### src/pbc_map.svh
// register offsets, field positions, reset values and timing counts
`ifndef PBC_MAP_SVH
`define PBC_MAP_SVH
`define PBC_ADDR_BCTL        5'h00
`define PBC_ADDR_BSTAT       5'h01
`define PBC_ADDR_FUNC_CTL    5'h1C
`define PBC_ADDR_VENDOR_LO   5'h10
`define PBC_ADDR_VENDOR_HI   5'h1F
`define PBC_BIT_RESET        15
`define PBC_BIT_LOOPBACK     14
`define PBC_BIT_SPEED        13
`define PBC_BIT_ANEG_EN      12
`define PBC_BIT_PWRDN        11
`define PBC_BIT_ISOLATE      10
`define PBC_BIT_ANEG_RST     9
`define PBC_BIT_DUPLEX       8
`define PBC_BIT_COL_TEST     7
`define PBC_BIT_FC_LOOPBACK  0
`define PBC_BCTL_WR_MASK     16'h7D80
`define PBC_BSTAT_VALUE      16'h7809
`define PBC_FUNC_CTL_RESET   16'h0000
`define PBC_FUNC_CTL_MASK    16'h0001
`define PBC_STAT_ANEG_DONE   5
`define PBC_STAT_LINK        2
`define PBC_MDIO_TA_BITS     6'd14
`define PBC_SOFT_RST_CYCLES  4'd8
`endif

### src/pbc_pkg.sv
// types for the management register bank
package pbc_pkg;
    typedef enum logic [2:0] {
        PBC_IDLE   = 3'b000,
        PBC_HEADER = 3'b001,
        PBC_TURN   = 3'b010,
        PBC_WDATA  = 3'b011,
        PBC_RDATA  = 3'b100
    } pbc_state_t;
    typedef logic [15:0] pbc_word_t;
endpackage

### src/pbc_mdio_slave.sv
// clause-22 frame engine on mdc/mdio
`timescale 1ns/1ps
`include "pbc_map.svh"
module pbc_mdio_slave
    import pbc_pkg::*;
(
    input  wire logic      clk,
    input  wire logic      rst_b,
    input  wire logic      mdc,
    input  wire logic      mdio_in,
    output logic           mdio_out,
    output logic           mdio_oe,
    input  wire logic [4:0] phy_addr,
    output logic           wr_strobe,
    output logic           rd_strobe,
    output logic [4:0]     reg_addr,
    output pbc_word_t      wr_data,
    input  wire pbc_word_t rd_data
);
    pbc_state_t  state;
    logic        mdc_q;
    logic        rise;
    logic        fall;
    logic [5:0]  cnt;
    logic [5:0]  pre_ones;
    logic [13:0] hdr;
    logic [15:0] shift;
    logic        is_read;
    logic        mine;

    assign rise = mdc & ~mdc_q;
    assign fall = ~mdc & mdc_q;

    always_ff @(posedge clk) begin
        if (!rst_b) mdc_q <= 1'b0;
        else mdc_q <= mdc;
    end

    // frame sequencing
    always_ff @(posedge clk) begin
        if (!rst_b) begin
            state     <= PBC_IDLE;
            cnt       <= 6'd0;
            pre_ones  <= 6'd0;
            hdr       <= 14'h0000;
            shift     <= 16'h0000;
            is_read   <= 1'b0;
            mine      <= 1'b0;
            wr_strobe <= 1'b0;
            rd_strobe <= 1'b0;
            reg_addr  <= 5'h00;
            wr_data   <= 16'h0000;
        end else begin
            wr_strobe <= 1'b0;
            rd_strobe <= 1'b0;
            case (state)
                PBC_IDLE: begin
                    if (rise) begin
                        if (mdio_in) begin
                            pre_ones <= (pre_ones == 6'd63) ? pre_ones : pre_ones + 6'd1;
                        end else begin
                            // start bit 0 after ones; second start bit next
                            if (pre_ones != 6'd0) begin
                                state <= PBC_HEADER;
                                cnt   <= 6'd1;
                                hdr   <= 14'h0000;
                            end
                            pre_ones <= 6'd0;
                        end
                    end
                end
                PBC_HEADER: begin
                    if (rise) begin
                        hdr <= {hdr[12:0], mdio_in};
                        cnt <= cnt + 6'd1;
                        if (cnt == `PBC_MDIO_TA_BITS - 6'd1) begin
                            // hdr[11:0]: st1 op2 phy5 reg4, this bit is reg lsb
                            is_read  <= hdr[10:9] == 2'b10;
                            mine     <= (hdr[11] == 1'b1) && (hdr[8:4] == phy_addr) &&
                                        (hdr[10:9] == 2'b10 || hdr[10:9] == 2'b01);
                            reg_addr <= {hdr[3:0], mdio_in};
                            state    <= PBC_TURN;
                            cnt      <= 6'd0;
                        end
                    end
                end
                PBC_TURN: begin
                    if (rise) begin
                        cnt <= cnt + 6'd1;
                        if (cnt == 6'd0 && is_read && mine) begin
                            rd_strobe <= 1'b1;
                        end
                        if (cnt == 6'd1) begin
                            cnt   <= 6'd0;
                            shift <= rd_data;
                            state <= is_read ? PBC_RDATA : PBC_WDATA;
                        end
                    end
                end
                PBC_WDATA: begin
                    if (rise) begin
                        shift <= {shift[14:0], mdio_in};
                        cnt   <= cnt + 6'd1;
                        if (cnt == 6'd15) begin
                            wr_data   <= {shift[14:0], mdio_in};
                            wr_strobe <= mine;
                            state     <= PBC_IDLE;
                        end
                    end
                end
                PBC_RDATA: begin
                    if (rise) begin
                        cnt <= cnt + 6'd1;
                        if (cnt == 6'd15) state <= PBC_IDLE;
                    end
                    if (fall && cnt != 6'd0) shift <= {shift[14:0], 1'b0};
                end
                default: state <= PBC_IDLE;
            endcase
        end
    end

    // read data driven on falling edge, sampled by the station on rising
    always_ff @(posedge clk) begin
        if (!rst_b) begin
            mdio_out <= 1'b1;
            mdio_oe  <= 1'b0;
        end else if (state == PBC_TURN && mine && is_read && cnt == 6'd1 && fall) begin
            mdio_out <= 1'b0;
            mdio_oe  <= 1'b1;
        end else if (state == PBC_RDATA && mine && fall) begin
            mdio_out <= (cnt == 6'd0) ? rd_data[15] : shift[14];
            mdio_oe  <= 1'b1;
        end else if (state == PBC_IDLE && fall) begin
            mdio_out <= 1'b1;
            mdio_oe  <= 1'b0;
        end
    end
endmodule

### src/pbc_regs.sv
// management register bank: basic control and status
`timescale 1ns/1ps
`include "pbc_map.svh"
// Overview of operation
// - thirty-two directly addressed registers over mdio
// - low sixteen standard, 10h-1Fh vendor
// - reset bit resets device, self-clears
// - loopback returns rmii transmit to receive
// - loopback needs both control bits set
// - speed bit ignored while negotiation enabled
// - negotiation result overrides; enable reset from strap
// - power-down bit; full reset from power-down needs two resets
// - first reset clears power-down, second resets
// - isolate disconnects device from rmii
// - restart bit restarts negotiation, self-clears
// - power-down keeps only management alive
module pbc_regs
    import pbc_pkg::*;
(
    input  wire logic       clk,
    input  wire logic       rst_b,
    input  wire logic       mdc,
    input  wire logic       mdio_in,
    output logic            mdio_out,
    output logic            mdio_oe,
    input  wire logic [4:0] phy_addr,
    input  wire logic       negotiation_strap_pin,
    input  wire logic       aneg_done,
    input  wire logic       aneg_speed_100,
    input  wire logic       aneg_full_duplex,
    input  wire logic       link_up,
    output logic            core_reset,
    output logic            aneg_restart,
    output logic            aneg_enable,
    output logic            speed_100,
    output logic            full_duplex,
    output logic            loopback_active,
    output logic            line_disconnect,
    output logic            rmii_isolate,
    output logic            power_down,
    output logic            collision_test
);
    logic       wr_strobe;
    logic       rd_strobe;
    logic [4:0] reg_addr;
    pbc_word_t  wr_data;
    pbc_word_t  rd_data;
    pbc_word_t  func_ctl;
    logic       lb_bit;
    logic       speed_bit;
    logic       aneg_bit;
    logic       pd_bit;
    logic       iso_bit;
    logic       duplex_bit;
    logic       col_bit;
    logic       relatch;
    logic [3:0] rst_cnt;
    logic       bctl_wr;
    logic       soft_rst_req;
    logic       pd_exit_only;

    function automatic logic is_vendor(input logic [4:0] a);
        is_vendor = (a >= `PBC_ADDR_VENDOR_LO) && (a <= `PBC_ADDR_VENDOR_HI);
    endfunction

    pbc_mdio_slave u_mdio (
        .clk       (clk),
        .rst_b     (rst_b),
        .mdc       (mdc),
        .mdio_in   (mdio_in),
        .mdio_out  (mdio_out),
        .mdio_oe   (mdio_oe),
        .phy_addr  (phy_addr),
        .wr_strobe (wr_strobe),
        .rd_strobe (rd_strobe),
        .reg_addr  (reg_addr),
        .wr_data   (wr_data),
        .rd_data   (rd_data)
    );

    assign bctl_wr      = wr_strobe && reg_addr == `PBC_ADDR_BCTL;
    assign soft_rst_req = bctl_wr && wr_data[`PBC_BIT_RESET];
    // in power-down a reset write only clears power-down
    assign pd_exit_only = soft_rst_req && pd_bit;

    // soft reset pulse stretch; reset bit reads zero
    always_ff @(posedge clk) begin
        if (!rst_b) begin
            rst_cnt <= 4'd0;
        end else if (soft_rst_req && !pd_exit_only) begin
            rst_cnt <= `PBC_SOFT_RST_CYCLES;
        end else if (rst_cnt != 4'd0) begin
            rst_cnt <= rst_cnt - 4'd1;
        end
    end
    assign core_reset = (rst_cnt != 4'd0) || !rst_b;

    // strap latch at hardware reset release and at each full soft reset
    always_ff @(posedge clk) begin
        if (!rst_b) relatch <= 1'b1;
        else relatch <= soft_rst_req && !pd_exit_only;
    end

    // basic control fields
    always_ff @(posedge clk) begin
        if (!rst_b) begin
            lb_bit     <= 1'b0;
            speed_bit  <= 1'b1;
            pd_bit     <= 1'b0;
            iso_bit    <= 1'b0;
            duplex_bit <= 1'b1;
            col_bit    <= 1'b0;
        end else if (pd_exit_only) begin
            pd_bit <= 1'b0;
        end else if (soft_rst_req) begin
            lb_bit     <= 1'b0;
            speed_bit  <= 1'b1;
            pd_bit     <= 1'b0;
            iso_bit    <= 1'b0;
            duplex_bit <= 1'b1;
            col_bit    <= 1'b0;
        end else if (bctl_wr) begin
            lb_bit     <= wr_data[`PBC_BIT_LOOPBACK];
            speed_bit  <= wr_data[`PBC_BIT_SPEED];
            pd_bit     <= wr_data[`PBC_BIT_PWRDN];
            iso_bit    <= wr_data[`PBC_BIT_ISOLATE];
            duplex_bit <= wr_data[`PBC_BIT_DUPLEX];
            col_bit    <= wr_data[`PBC_BIT_COL_TEST];
        end
    end

    // negotiation enable tracks strap at reset, then software
    always_ff @(posedge clk) begin
        if (!rst_b) aneg_bit <= 1'b0;
        else if (relatch) aneg_bit <= negotiation_strap_pin;
        else if (bctl_wr && !soft_rst_req) aneg_bit <= wr_data[`PBC_BIT_ANEG_EN];
    end

    // restart pulse; bit self-clears so always reads zero
    always_ff @(posedge clk) begin
        if (!rst_b) aneg_restart <= 1'b0;
        else aneg_restart <= bctl_wr && !soft_rst_req && wr_data[`PBC_BIT_ANEG_RST];
    end

    // function control holds loopback enable
    always_ff @(posedge clk) begin
        if (!rst_b || (soft_rst_req && !pd_exit_only)) func_ctl <= `PBC_FUNC_CTL_RESET;
        else if (wr_strobe && reg_addr == `PBC_ADDR_FUNC_CTL)
            func_ctl <= wr_data & `PBC_FUNC_CTL_MASK;
    end

    // effective controls
    always_ff @(posedge clk) begin
        if (!rst_b) begin
            aneg_enable     <= 1'b0;
            speed_100       <= 1'b1;
            full_duplex     <= 1'b1;
            loopback_active <= 1'b0;
            line_disconnect <= 1'b0;
            rmii_isolate    <= 1'b0;
            power_down      <= 1'b0;
            collision_test  <= 1'b0;
        end else begin
            aneg_enable     <= aneg_bit && !pd_bit;
            speed_100       <= aneg_bit ? aneg_speed_100 : speed_bit;
            full_duplex     <= aneg_bit ? aneg_full_duplex : duplex_bit;
            loopback_active <= lb_bit && func_ctl[`PBC_BIT_FC_LOOPBACK] && !pd_bit;
            line_disconnect <= lb_bit && func_ctl[`PBC_BIT_FC_LOOPBACK];
            rmii_isolate    <= iso_bit || pd_bit;
            power_down      <= pd_bit;
            collision_test  <= col_bit && !pd_bit;
        end
    end

    // read mux; reserved and unimplemented addresses return zero
    always_comb begin
        rd_data = 16'h0000;
        case (reg_addr)
            `PBC_ADDR_BCTL: begin
                rd_data[`PBC_BIT_LOOPBACK] = lb_bit;
                rd_data[`PBC_BIT_SPEED]    = speed_bit;
                rd_data[`PBC_BIT_ANEG_EN]  = aneg_bit;
                rd_data[`PBC_BIT_PWRDN]    = pd_bit;
                rd_data[`PBC_BIT_ISOLATE]  = iso_bit;
                rd_data[`PBC_BIT_DUPLEX]   = duplex_bit;
                rd_data[`PBC_BIT_COL_TEST] = col_bit;
            end
            `PBC_ADDR_BSTAT: begin
                rd_data = `PBC_BSTAT_VALUE;
                rd_data[`PBC_STAT_ANEG_DONE] = aneg_done && aneg_bit;
                rd_data[`PBC_STAT_LINK]      = link_up && !pd_bit;
            end
            `PBC_ADDR_FUNC_CTL: rd_data = func_ctl;
            default: rd_data = is_vendor(reg_addr) ? 16'h0000 : 16'h0000;
        endcase
    end
endmodule

### config.mk
export PLATFORM = sky130hd
export DESIGN_NAME = pbc_regs
export DESIGN_NICKNAME = d
export VERILOG_FILES = /design/src/pbc_pkg.sv /design/src/pbc_mdio_slave.sv /design/src/pbc_regs.sv
export VERILOG_INCLUDE_DIRS = /design/src /design/src/src
export SDC_FILE = /design/constraint.sdc
export NUM_CORES = 1
export LEC_CHECK = 0
export ABC_AREA = 0
export ABC_CLOCK_PERIOD_IN_PS = 1890
export BUFFER_PORTS_ARGS = -buffer_cell sky130_fd_sc_hd__buf_2
export CELL_PAD_IN_SITES_DETAIL_PLACEMENT = 1
export CELL_PAD_IN_SITES_GLOBAL_PLACEMENT = 1
export CORE_UTILIZATION = 42
export CTS_BUF_LIST = sky130_fd_sc_hd__clkbuf_16
export CTS_CLUSTER_SIZE = 8
export DETAILED_ROUTE_END_ITERATION = 8
export GPL_ROUTABILITY_DRIVEN = 0
export GPL_TIMING_DRIVEN = 0
export PLACE_DENSITY_LB_ADDON = 0.1
export SLEW_MARGIN = 5
export SYNTH_ARGS = -nofsm -noshare
export SYNTH_HDL_FRONTEND = slang
export SYNTH_SLANG_ARGS = --single-unit
export TNS_END_PERCENT = 10
### constraint.sdc
create_clock -name clk -period 1.89 [get_ports clk]
set_clock_uncertainty 0.15 [all_clocks]
set_input_delay 0 -clock clk [delete_from_list [all_inputs] [get_ports clk]]
set_output_delay 0 -clock clk [all_outputs]
set_load 0.01 [all_outputs]
======== Yosys cells after proc, flatten, opt, wreduce, memory -nomap -nowiden ========
Index checks and enable logic that the tools add are counted.
word-level totals
  flip-flop bits (word level) ............. 91
  input bits .............................. 14
  logic and storage cells ................. 181
cells by class
  bitwise logic cells ..................... 6
  equal/unequal tests ..................... 25
  multiplexer cells ....................... 58
  add/sub/neg operators ................... 3
  reduce and logical (&&, ||, !) cells .... 56
operator list
  kind                                                  number
  2-to-1 mux 15 bit                                     4
  2-to-1 mux 6 bit                                      10
  2-to-1 mux 12 bit                                     4
  one-hot mux 15 bit (3 select lines)                   1
  2-to-1 mux 3 bit                                      10
  one-hot mux 12 bit (2 select lines)                   1
  one-hot mux 6 bit (4 select lines)                    1
  logical AND 1 bit                                     23
  2-to-1 mux 1 bit                                      21
  != test 2 x 1 -> 1 bit (second input constant)        9
  adder 6 x 1 -> 6 bit (second input constant)          2
  equality test 6 x 4 -> 1 bit (second input constant)  2
  one-hot mux 3 bit (4 select lines)                    1
  one-hot mux 6 bit (2 select lines)                    1
  nonzero test 6 bit                                    2
  one-hot mux 5 bit (2 select lines)                    1
  AND reduction 5 bit                                   2
  AND reduction 3 bit                                   3
  AND reduction 9 bit                                   1
  2-to-1 mux 4 bit                                      2
  nonzero test 2 bit                                    4
  nonzero test 4 bit                                    2
  AND reduction 7 bit                                   1
  equality test 3 x 2 -> 1 bit (second input constant)  2
  24 further kinds                                      38

======== Longest topological paths before layout ========
  word-level depth ........................ 7
  depth in mapped cells ................... 7
  mapped depth without buffers ............ 7

======== Hierarchy ========
A second synthesis with hierarchy kept.
second synthesis, totals
  cell total of the unflattened synthesis .. 500
  area total of the unflattened synthesis .. 4,340.4 µm²
modules (own cells, without submodules)
  module          area each (µm²)  cells each  seq. area each (µm²)  instances
  pbc_mdio_slave  3,330.7          390         1,401.3               1
  pbc_regs        1,009.7          110         440.4                 1

======== Least setup slack after synthesis ========
Ideal clock, no wire load.
  path type ............................... flip-flop to flip-flop
  start ................................... register u_mdio.cnt[0]
  end ..................................... register u_mdio.cnt[0]
  required time ........................... 1.618 ns
  cell stages (with the launch flop) ...... 7
  arrival time ............................ 1.818 ns
  setup time .............................. 0.122 ns
  path slack .............................. -0.200 ns
  period minus slack after synthesis ...... 2.090 ns
  cell sequence ........................... dfxtp_1 ha_1 or3b_2 or3_1 a41oi_1 o31a_1 o21ai_0
on the way
  longest elaborated chain between the ends .. 4
  elaborated cells on any way between the ends .. 9
  classes of those cells .................. add/sub (1); eq/ne (2); mux (6)
ends and longest elaborated chain
  what                                                RTL line                                    RTL
  start, declared                                     pbc_mdio_slave.sv:24                        logic [5:0] cnt;
  start signal, assigned                              pbc_mdio_slave.sv:75                        cnt <= cnt + 6'd1;
  start signal, assigned                              pbc_mdio_slave.sv:89                        cnt <= cnt + 6'd1;
  start signal, assigned                              pbc_mdio_slave.sv:103                       cnt <= cnt + 6'd1;
  adder 6 x 1 -> 6 bit, or another cell as far along  -
  2-to-1 mux 6 bit, on equally long branches          pbc_mdio_slave.sv:93, pbc_mdio_slave.sv:76
  2-to-1 mux 6 bit, on equally long branches          pbc_mdio_slave.sv:88, pbc_mdio_slave.sv:73
  one-hot mux 6 bit (4 select lines) (*)              pbc_mdio_slave.sv:56                        case (state)
Every way passes the cells marked *; elsewhere a longest branch is shown, timed or not. The select of a mux whose other input is x is not followed.
A chain may end at the register's enable or synchronous reset.

======== Worst setup path in the final report ========
  start ................................... register u_mdio.state[2]
  end ..................................... register u_mdio.shift[2]
on the way
  longest elaborated chain between the ends .. 3
  elaborated cells on any way between the ends .. 10
  classes of those cells .................. eq/ne (7); mux (1); reduce/logical (2)
ends and longest elaborated chain
  what                                                                 RTL line               RTL
  start, declared                                                      pbc_mdio_slave.sv:20   pbc_state_t state;
  start signal, assigned                                               pbc_mdio_slave.sv:96   state <= is_read ? PBC_RDATA : PBC_WDATA;
  equality test 3 x 2 -> 1 bit or equality test 3 bit (tied branches)  pbc_mdio_slave.sv:56
  != test 2 x 1 -> 1 bit (no line), or another cell as far along       -
  AND reduction 5 bit (no line)                                        -
  end signal, assigned                                                 pbc_mdio_slave.sv:95   shift <= rd_data;
  end signal, assigned                                                 pbc_mdio_slave.sv:102  shift <= {shift[14:0], mdio_in};
  end signal, assigned                                                 pbc_mdio_slave.sv:116  if (fall && cnt != 6'd0) shift <= {shift[14:0], 1'b0};
  end, declared                                                        pbc_mdio_slave.sv:27   logic [15:0] shift;
Parallel ways exist; a longest one is shown, timed or not.

==> flow_summary_export.csv <==
group,metric,value,unit
floorplanning,area_enclosed_by_the_die_boundary,0.0101,mm²
clock_network,h_tree_levels,3,
place,place.detailed.instances,611,
clock_network,cts_tree,"built",
synth,synth-warning-count,0,
clock_network,clock_tree.buffer_depth,2,
detailed_routing,first_pass_iters,4,
floorplanning,core_outline_area,0.00933,mm²
pwr,p_clk_frac,0.408,
cells_and_area,diodes,0,
timing,period_share,1.06,
grt,overflow,0,
synth,ys_types,53,
floorplanning,ios,26,
timing,finalSetupViolCount,23,
synth,synth-seq-cells,85,
detailed_routing,drc_violation_count_after_routing,0,
worst_setup_path,endpoint_kind,"register",
flow_run,max_cap_viol_count,0,
synth,netlist_top_cells_area,"sky130_fd_sc_hd__dfxtp_1 (42%), sky130_fd_sc_hd__mux2i_1 (5.9%), sky130_fd_sc_hd__nand2_1 (4.4%)",
grt,largest_net_degree_at_the_start_of_global_routing,14,
cells_and_area,finalNonFillerCells,653,
timing,worst-slew-pin-transition,678,ps
detailed_routing,post_drt_via_cell_ratio,5.47,
grt,vias_in_the_first_global_route,3645,
run_status,violated_checks,"setup timing",
timing,final-hold-violation-count,0,
worst_setup_path,cp_data_arrival_time,2090,ps
synth,synthesis.nets,480,
timing,final_worst_setup_slack,-119,ps
synth,synth_edf_count,0,
timing,period_needed,2010,ps
run_status,status,"finished, violations left",
pwr,power,3.86,mW
synth,synth.cells.most_frequent,"sky130_fd_sc_hd__dfxtp_1 (85), sky130_fd_sc_hd__nand2_1 (48), sky130_fd_sc_hd__nand3_1 (35)",
worst_setup_path,critical_path.slowest_cell,"sky130_fd_sc_hd__or3b_4",
grt,global_route_wire_length_before_repair,18600,µm
detailed_routing,antenna_left,0,
detailed_routing,detail_route.wirelength,11400,µm
clock_network,insertion_delay,340,ps
synth,synth_top_area_share,0.418,
synth,syn_area,0.00407,mm²
timing,slew_violations,0,
worst_setup_path,worst-endpoint-required,1970,ps
pwr,irDropWorstVdd,0.000447,V
synth,yosysMostFrequentCell,"sky130_fd_sc_hd__dfxtp_1",
pwr,p_sw_frac,0.252,
floorplanning,die_height,100,µm
clock_network,tritoncts.num_buffers,9,
detailed_routing,first_iter_violations,158,
place,port_buffers,24,
clock_network,clock-root-buffer,"sky130_fd_sc_hd__clkbuf_16",
grt,gr-usage-all-layers,0.237,
timing,grt_setup_unrepaired,"true",
detailed_routing,wl_per_cell,17.4,µm
pwr,internal_power,2.89,mW
synth,ys_seq_area_frac,0.418,
floorplanning,initial_core_utilization,0.436,
cells_and_area,drive_above_1_share,0.231,
synth,syn-instance-count,458,
worst_setup_path,cpPeakStageDelay,380,ps
worst_setup_path,critical_path.max_fanout,5,
pwr,power-per-cell-area,760,mW/mm²
synth,yosys_most_used_dff,"sky130_fd_sc_hd__dfxtp_1",
pwr,share_comb_of_total_power,0.108,
pwr,power.switching,0.974,mW
worst_setup_path,start_kind,"register",
clock_network,tritoncts_num_sinks,85,
floorplanning,placementRows,35,
clock_network,path_clk_slew,60,ps
place,detailedPlacementHpwl,7600,µm
grt,antenna_found_initial,0,
worst_setup_path,critical_path_class,"register to register",
synth,synth_area_per_cell,8.88,µm²
worst_setup_path,list_of_cells_traversed_by_the_critical_path,"or3b_4 > a311o_1 > a32oi_4 > buf_6 > o311ai_2 > o211a_1",
synth,synth.largest_area_cell,"sky130_fd_sc_hd__dfxtp_1",
synth,async_s_r_ff_share_synth,0,
timing,fmax,0.498,GHz
cells_and_area,area_delta_synth_final,24.8,%
floorplanning,dieWidth,100,µm
detailed_routing,vias,3574,
cells_and_area,layout.nets,541,
worst_setup_path,cpLargestDelayFamily,"compound AO/OA/AOI/OAI gates",
hold_path,holdCritPathClass,"primary input to register",
cells_and_area,fillCellCount,1093,
timing,timing.slew.headroom,0.548,
pwr,p_leak,2.07,nW
pwr,seq_power_share,0.484,
worst_setup_path,cp.buffers_inverters,1,
==> cells in the final DEF (no fill, tap or decap), types with 5 or more instances in the layout <==
| cell | synthesis | routed |
|---|---|---|
| sky130_fd_sc_hd__nor2b_1 | 24 | 24 |
| sky130_fd_sc_hd__a21boi_1 | 5 | 8 |
| sky130_fd_sc_hd__nand2_1 | 48 | 47 |
| sky130_fd_sc_hd__dlygate4sd3_1 | 0 | 7 |
| sky130_fd_sc_hd__and2_1 | 7 | 7 |
| sky130_fd_sc_hd__dfxtp_1 | 85 | 76 |
| sky130_fd_sc_hd__clkbuf_16 | 0 | 9 |
| sky130_fd_sc_hd__o21ai_0 | 17 | 13 |
| sky130_fd_sc_hd__buf_4 | 0 | 22 |
| sky130_fd_sc_hd__nand2b_1 | 13 | 13 |
| sky130_fd_sc_hd__a21boi_0 | 19 | 16 |
| sky130_fd_sc_hd__o211a_1 | 12 | 12 |
| sky130_fd_sc_hd__and3_1 | 5 | 5 |
| sky130_fd_sc_hd__mux2i_1 | 24 | 23 |
| sky130_fd_sc_hd__ha_1 | 8 | 6 |
| sky130_fd_sc_hd__nor3_1 | 8 | 6 |
| sky130_fd_sc_hd__dfxtp_4 | 0 | 5 |
| sky130_fd_sc_hd__buf_2 | 1 | 28 |
| sky130_fd_sc_hd__a22oi_1 | 6 | 6 |
| sky130_fd_sc_hd__nor2_2 | 0 | 5 |
| sky130_fd_sc_hd__inv_1 | 11 | 13 |
| sky130_fd_sc_hd__o211ai_1 | 10 | 10 |
| sky130_fd_sc_hd__a21oi_1 | 13 | 12 |
| sky130_fd_sc_hd__nand3_1 | 35 | 32 |
| sky130_fd_sc_hd__clkbuf_1 | 23 | 12 |
| sky130_fd_sc_hd__nor2_1 | 20 | 14 |
==> final timing paths <==
| kind | from | to | slack, ps | cells after the start |
|---|---|---|---|---|
| worst max register to register | u_mdio.state[2]$_SDFFE_PN0P_ | u_mdio.shift[2]$_SDFFE_PN0P_ | -120 | 6 |
| worst max-delay path | u_mdio.state[2]$_SDFFE_PN0P_ | u_mdio.shift[2]$_SDFFE_PN0P_ | -120 | 6 |
| worst min register to register | u_mdio.shift[1]$_SDFFE_PN0P_ | u_mdio.shift[1]$_SDFFE_PN0P_ | 320 | 2 |
| worst min-delay path | phy_addr[0] | u_mdio.mine$_SDFFE_PN0P_ | 90 | 5 |
==> layout make-up <==
| cell class | instances | area (µm²) | area share |
|---|---|---|---|
| clock buffers | 9 | 225 | 0.0444 |
| multi-input cells | 333 | 2380 | 0.468 |
| inverters | 11 | 43.8 | 0.00862 |
| clock inverters | 7 | 36.3 | 0.00715 |
| well taps | 129 | 161 | 0.0318 |
| flip-flops and latches | 85 | 1730 | 0.340 |
| repair buffers | 52 | 342 | 0.0673 |
| plain buffers | 27 | 168 | 0.0330 |
==> flip-flops by register name, summed over array words and instances (netlist names), 3 cells and up <==
name,cells
u_mdio.cnt,6
u_mdio.shift,15
u_mdio.wr_data,10
u_mdio.pre_ones,6
u_mdio.hdr,12
u_mdio.reg_addr,5
u_mdio.state,3
rst_cnt,4
==> routing by layer <==
layer  track usage  part of all wire  up-vias
li1              -                 -     1751
met1         0.307              0.47     1762
met2         0.406              0.49       50
met3        0.0369             0.028       11
met4        0.0691            0.0077        0
met5             0                 0        -
==> through the flow <==
stage / hold slack (ps) / setup TNS (ps) / setup WS (ps) / instance area (µm²) / utilization
detailed placement: 85.4 / -16790 / -488 / 4370 / 0.469
finish: 85.8 / -1920 / -119 / 5080 / 0.544
floorplan: -28.3 / -453 / -48.4 / 4090 / -
global placement: 63.2 / -13900 / -461 / 4370 / 0.469
global route: 120 / -3600 / -185 / 5080 / 0.544
CTS: 23.3 / -4020 / -179 / 4940 / 0.530
==> timing repair <==
item / 4_1_cts / 5_1_grt
setup buffers: 11 / 8
endpoints found under the hold margin: 8 / 0
pin swaps: 11 / 10
hold buffers: 7 / 0
setup endpoints to repair: 71 / 67
cloned: 2 / 0
gates resized for setup: 49 / 34
==> power groups by stage <==
stage,sequential (mW),combinational (mW),clock [mW]
5_1_grt,1.88,0.472,1.69
3_5_place_dp,1.91,0.390,0
2_1_floorplan,1.90,0.279,0
3_3_place_gp,1.91,0.366,0
6_report,1.87,0.417,1.57
4_1_cts,1.87,0.414,1.62
==> logic make-up (layout without fill, tap and decap cells) <==
family / after synthesis / in the layout / share of synthesized area
XOR/XNOR: 6 / 6 / 0.0129
AO/OA/AOI/OAI: 100 / 100 / 0.178
flip-flops: 85 / 85 / 0.418
multiplexers: 26 / 26 / 0.0646
buffers and inverters: 40 / 106 / 0.0474
AND/OR/NAND/NOR: 193 / 193 / 0.254
adder cells (fa/ha/maj): 8 / 8 / 0.0246
==> worst reg2reg max path, stage by stage, from the launching register on <==
cell,delay [ps]
sky130_fd_sc_hd__dfxtp_4,360
sky130_fd_sc_hd__or3b_4,390
sky130_fd_sc_hd__a311o_1,320
sky130_fd_sc_hd__a32oi_4,270
sky130_fd_sc_hd__buf_6,180
sky130_fd_sc_hd__o311ai_2,100
sky130_fd_sc_hd__o211a_1,140
Power figures use the tool's default switching activity.
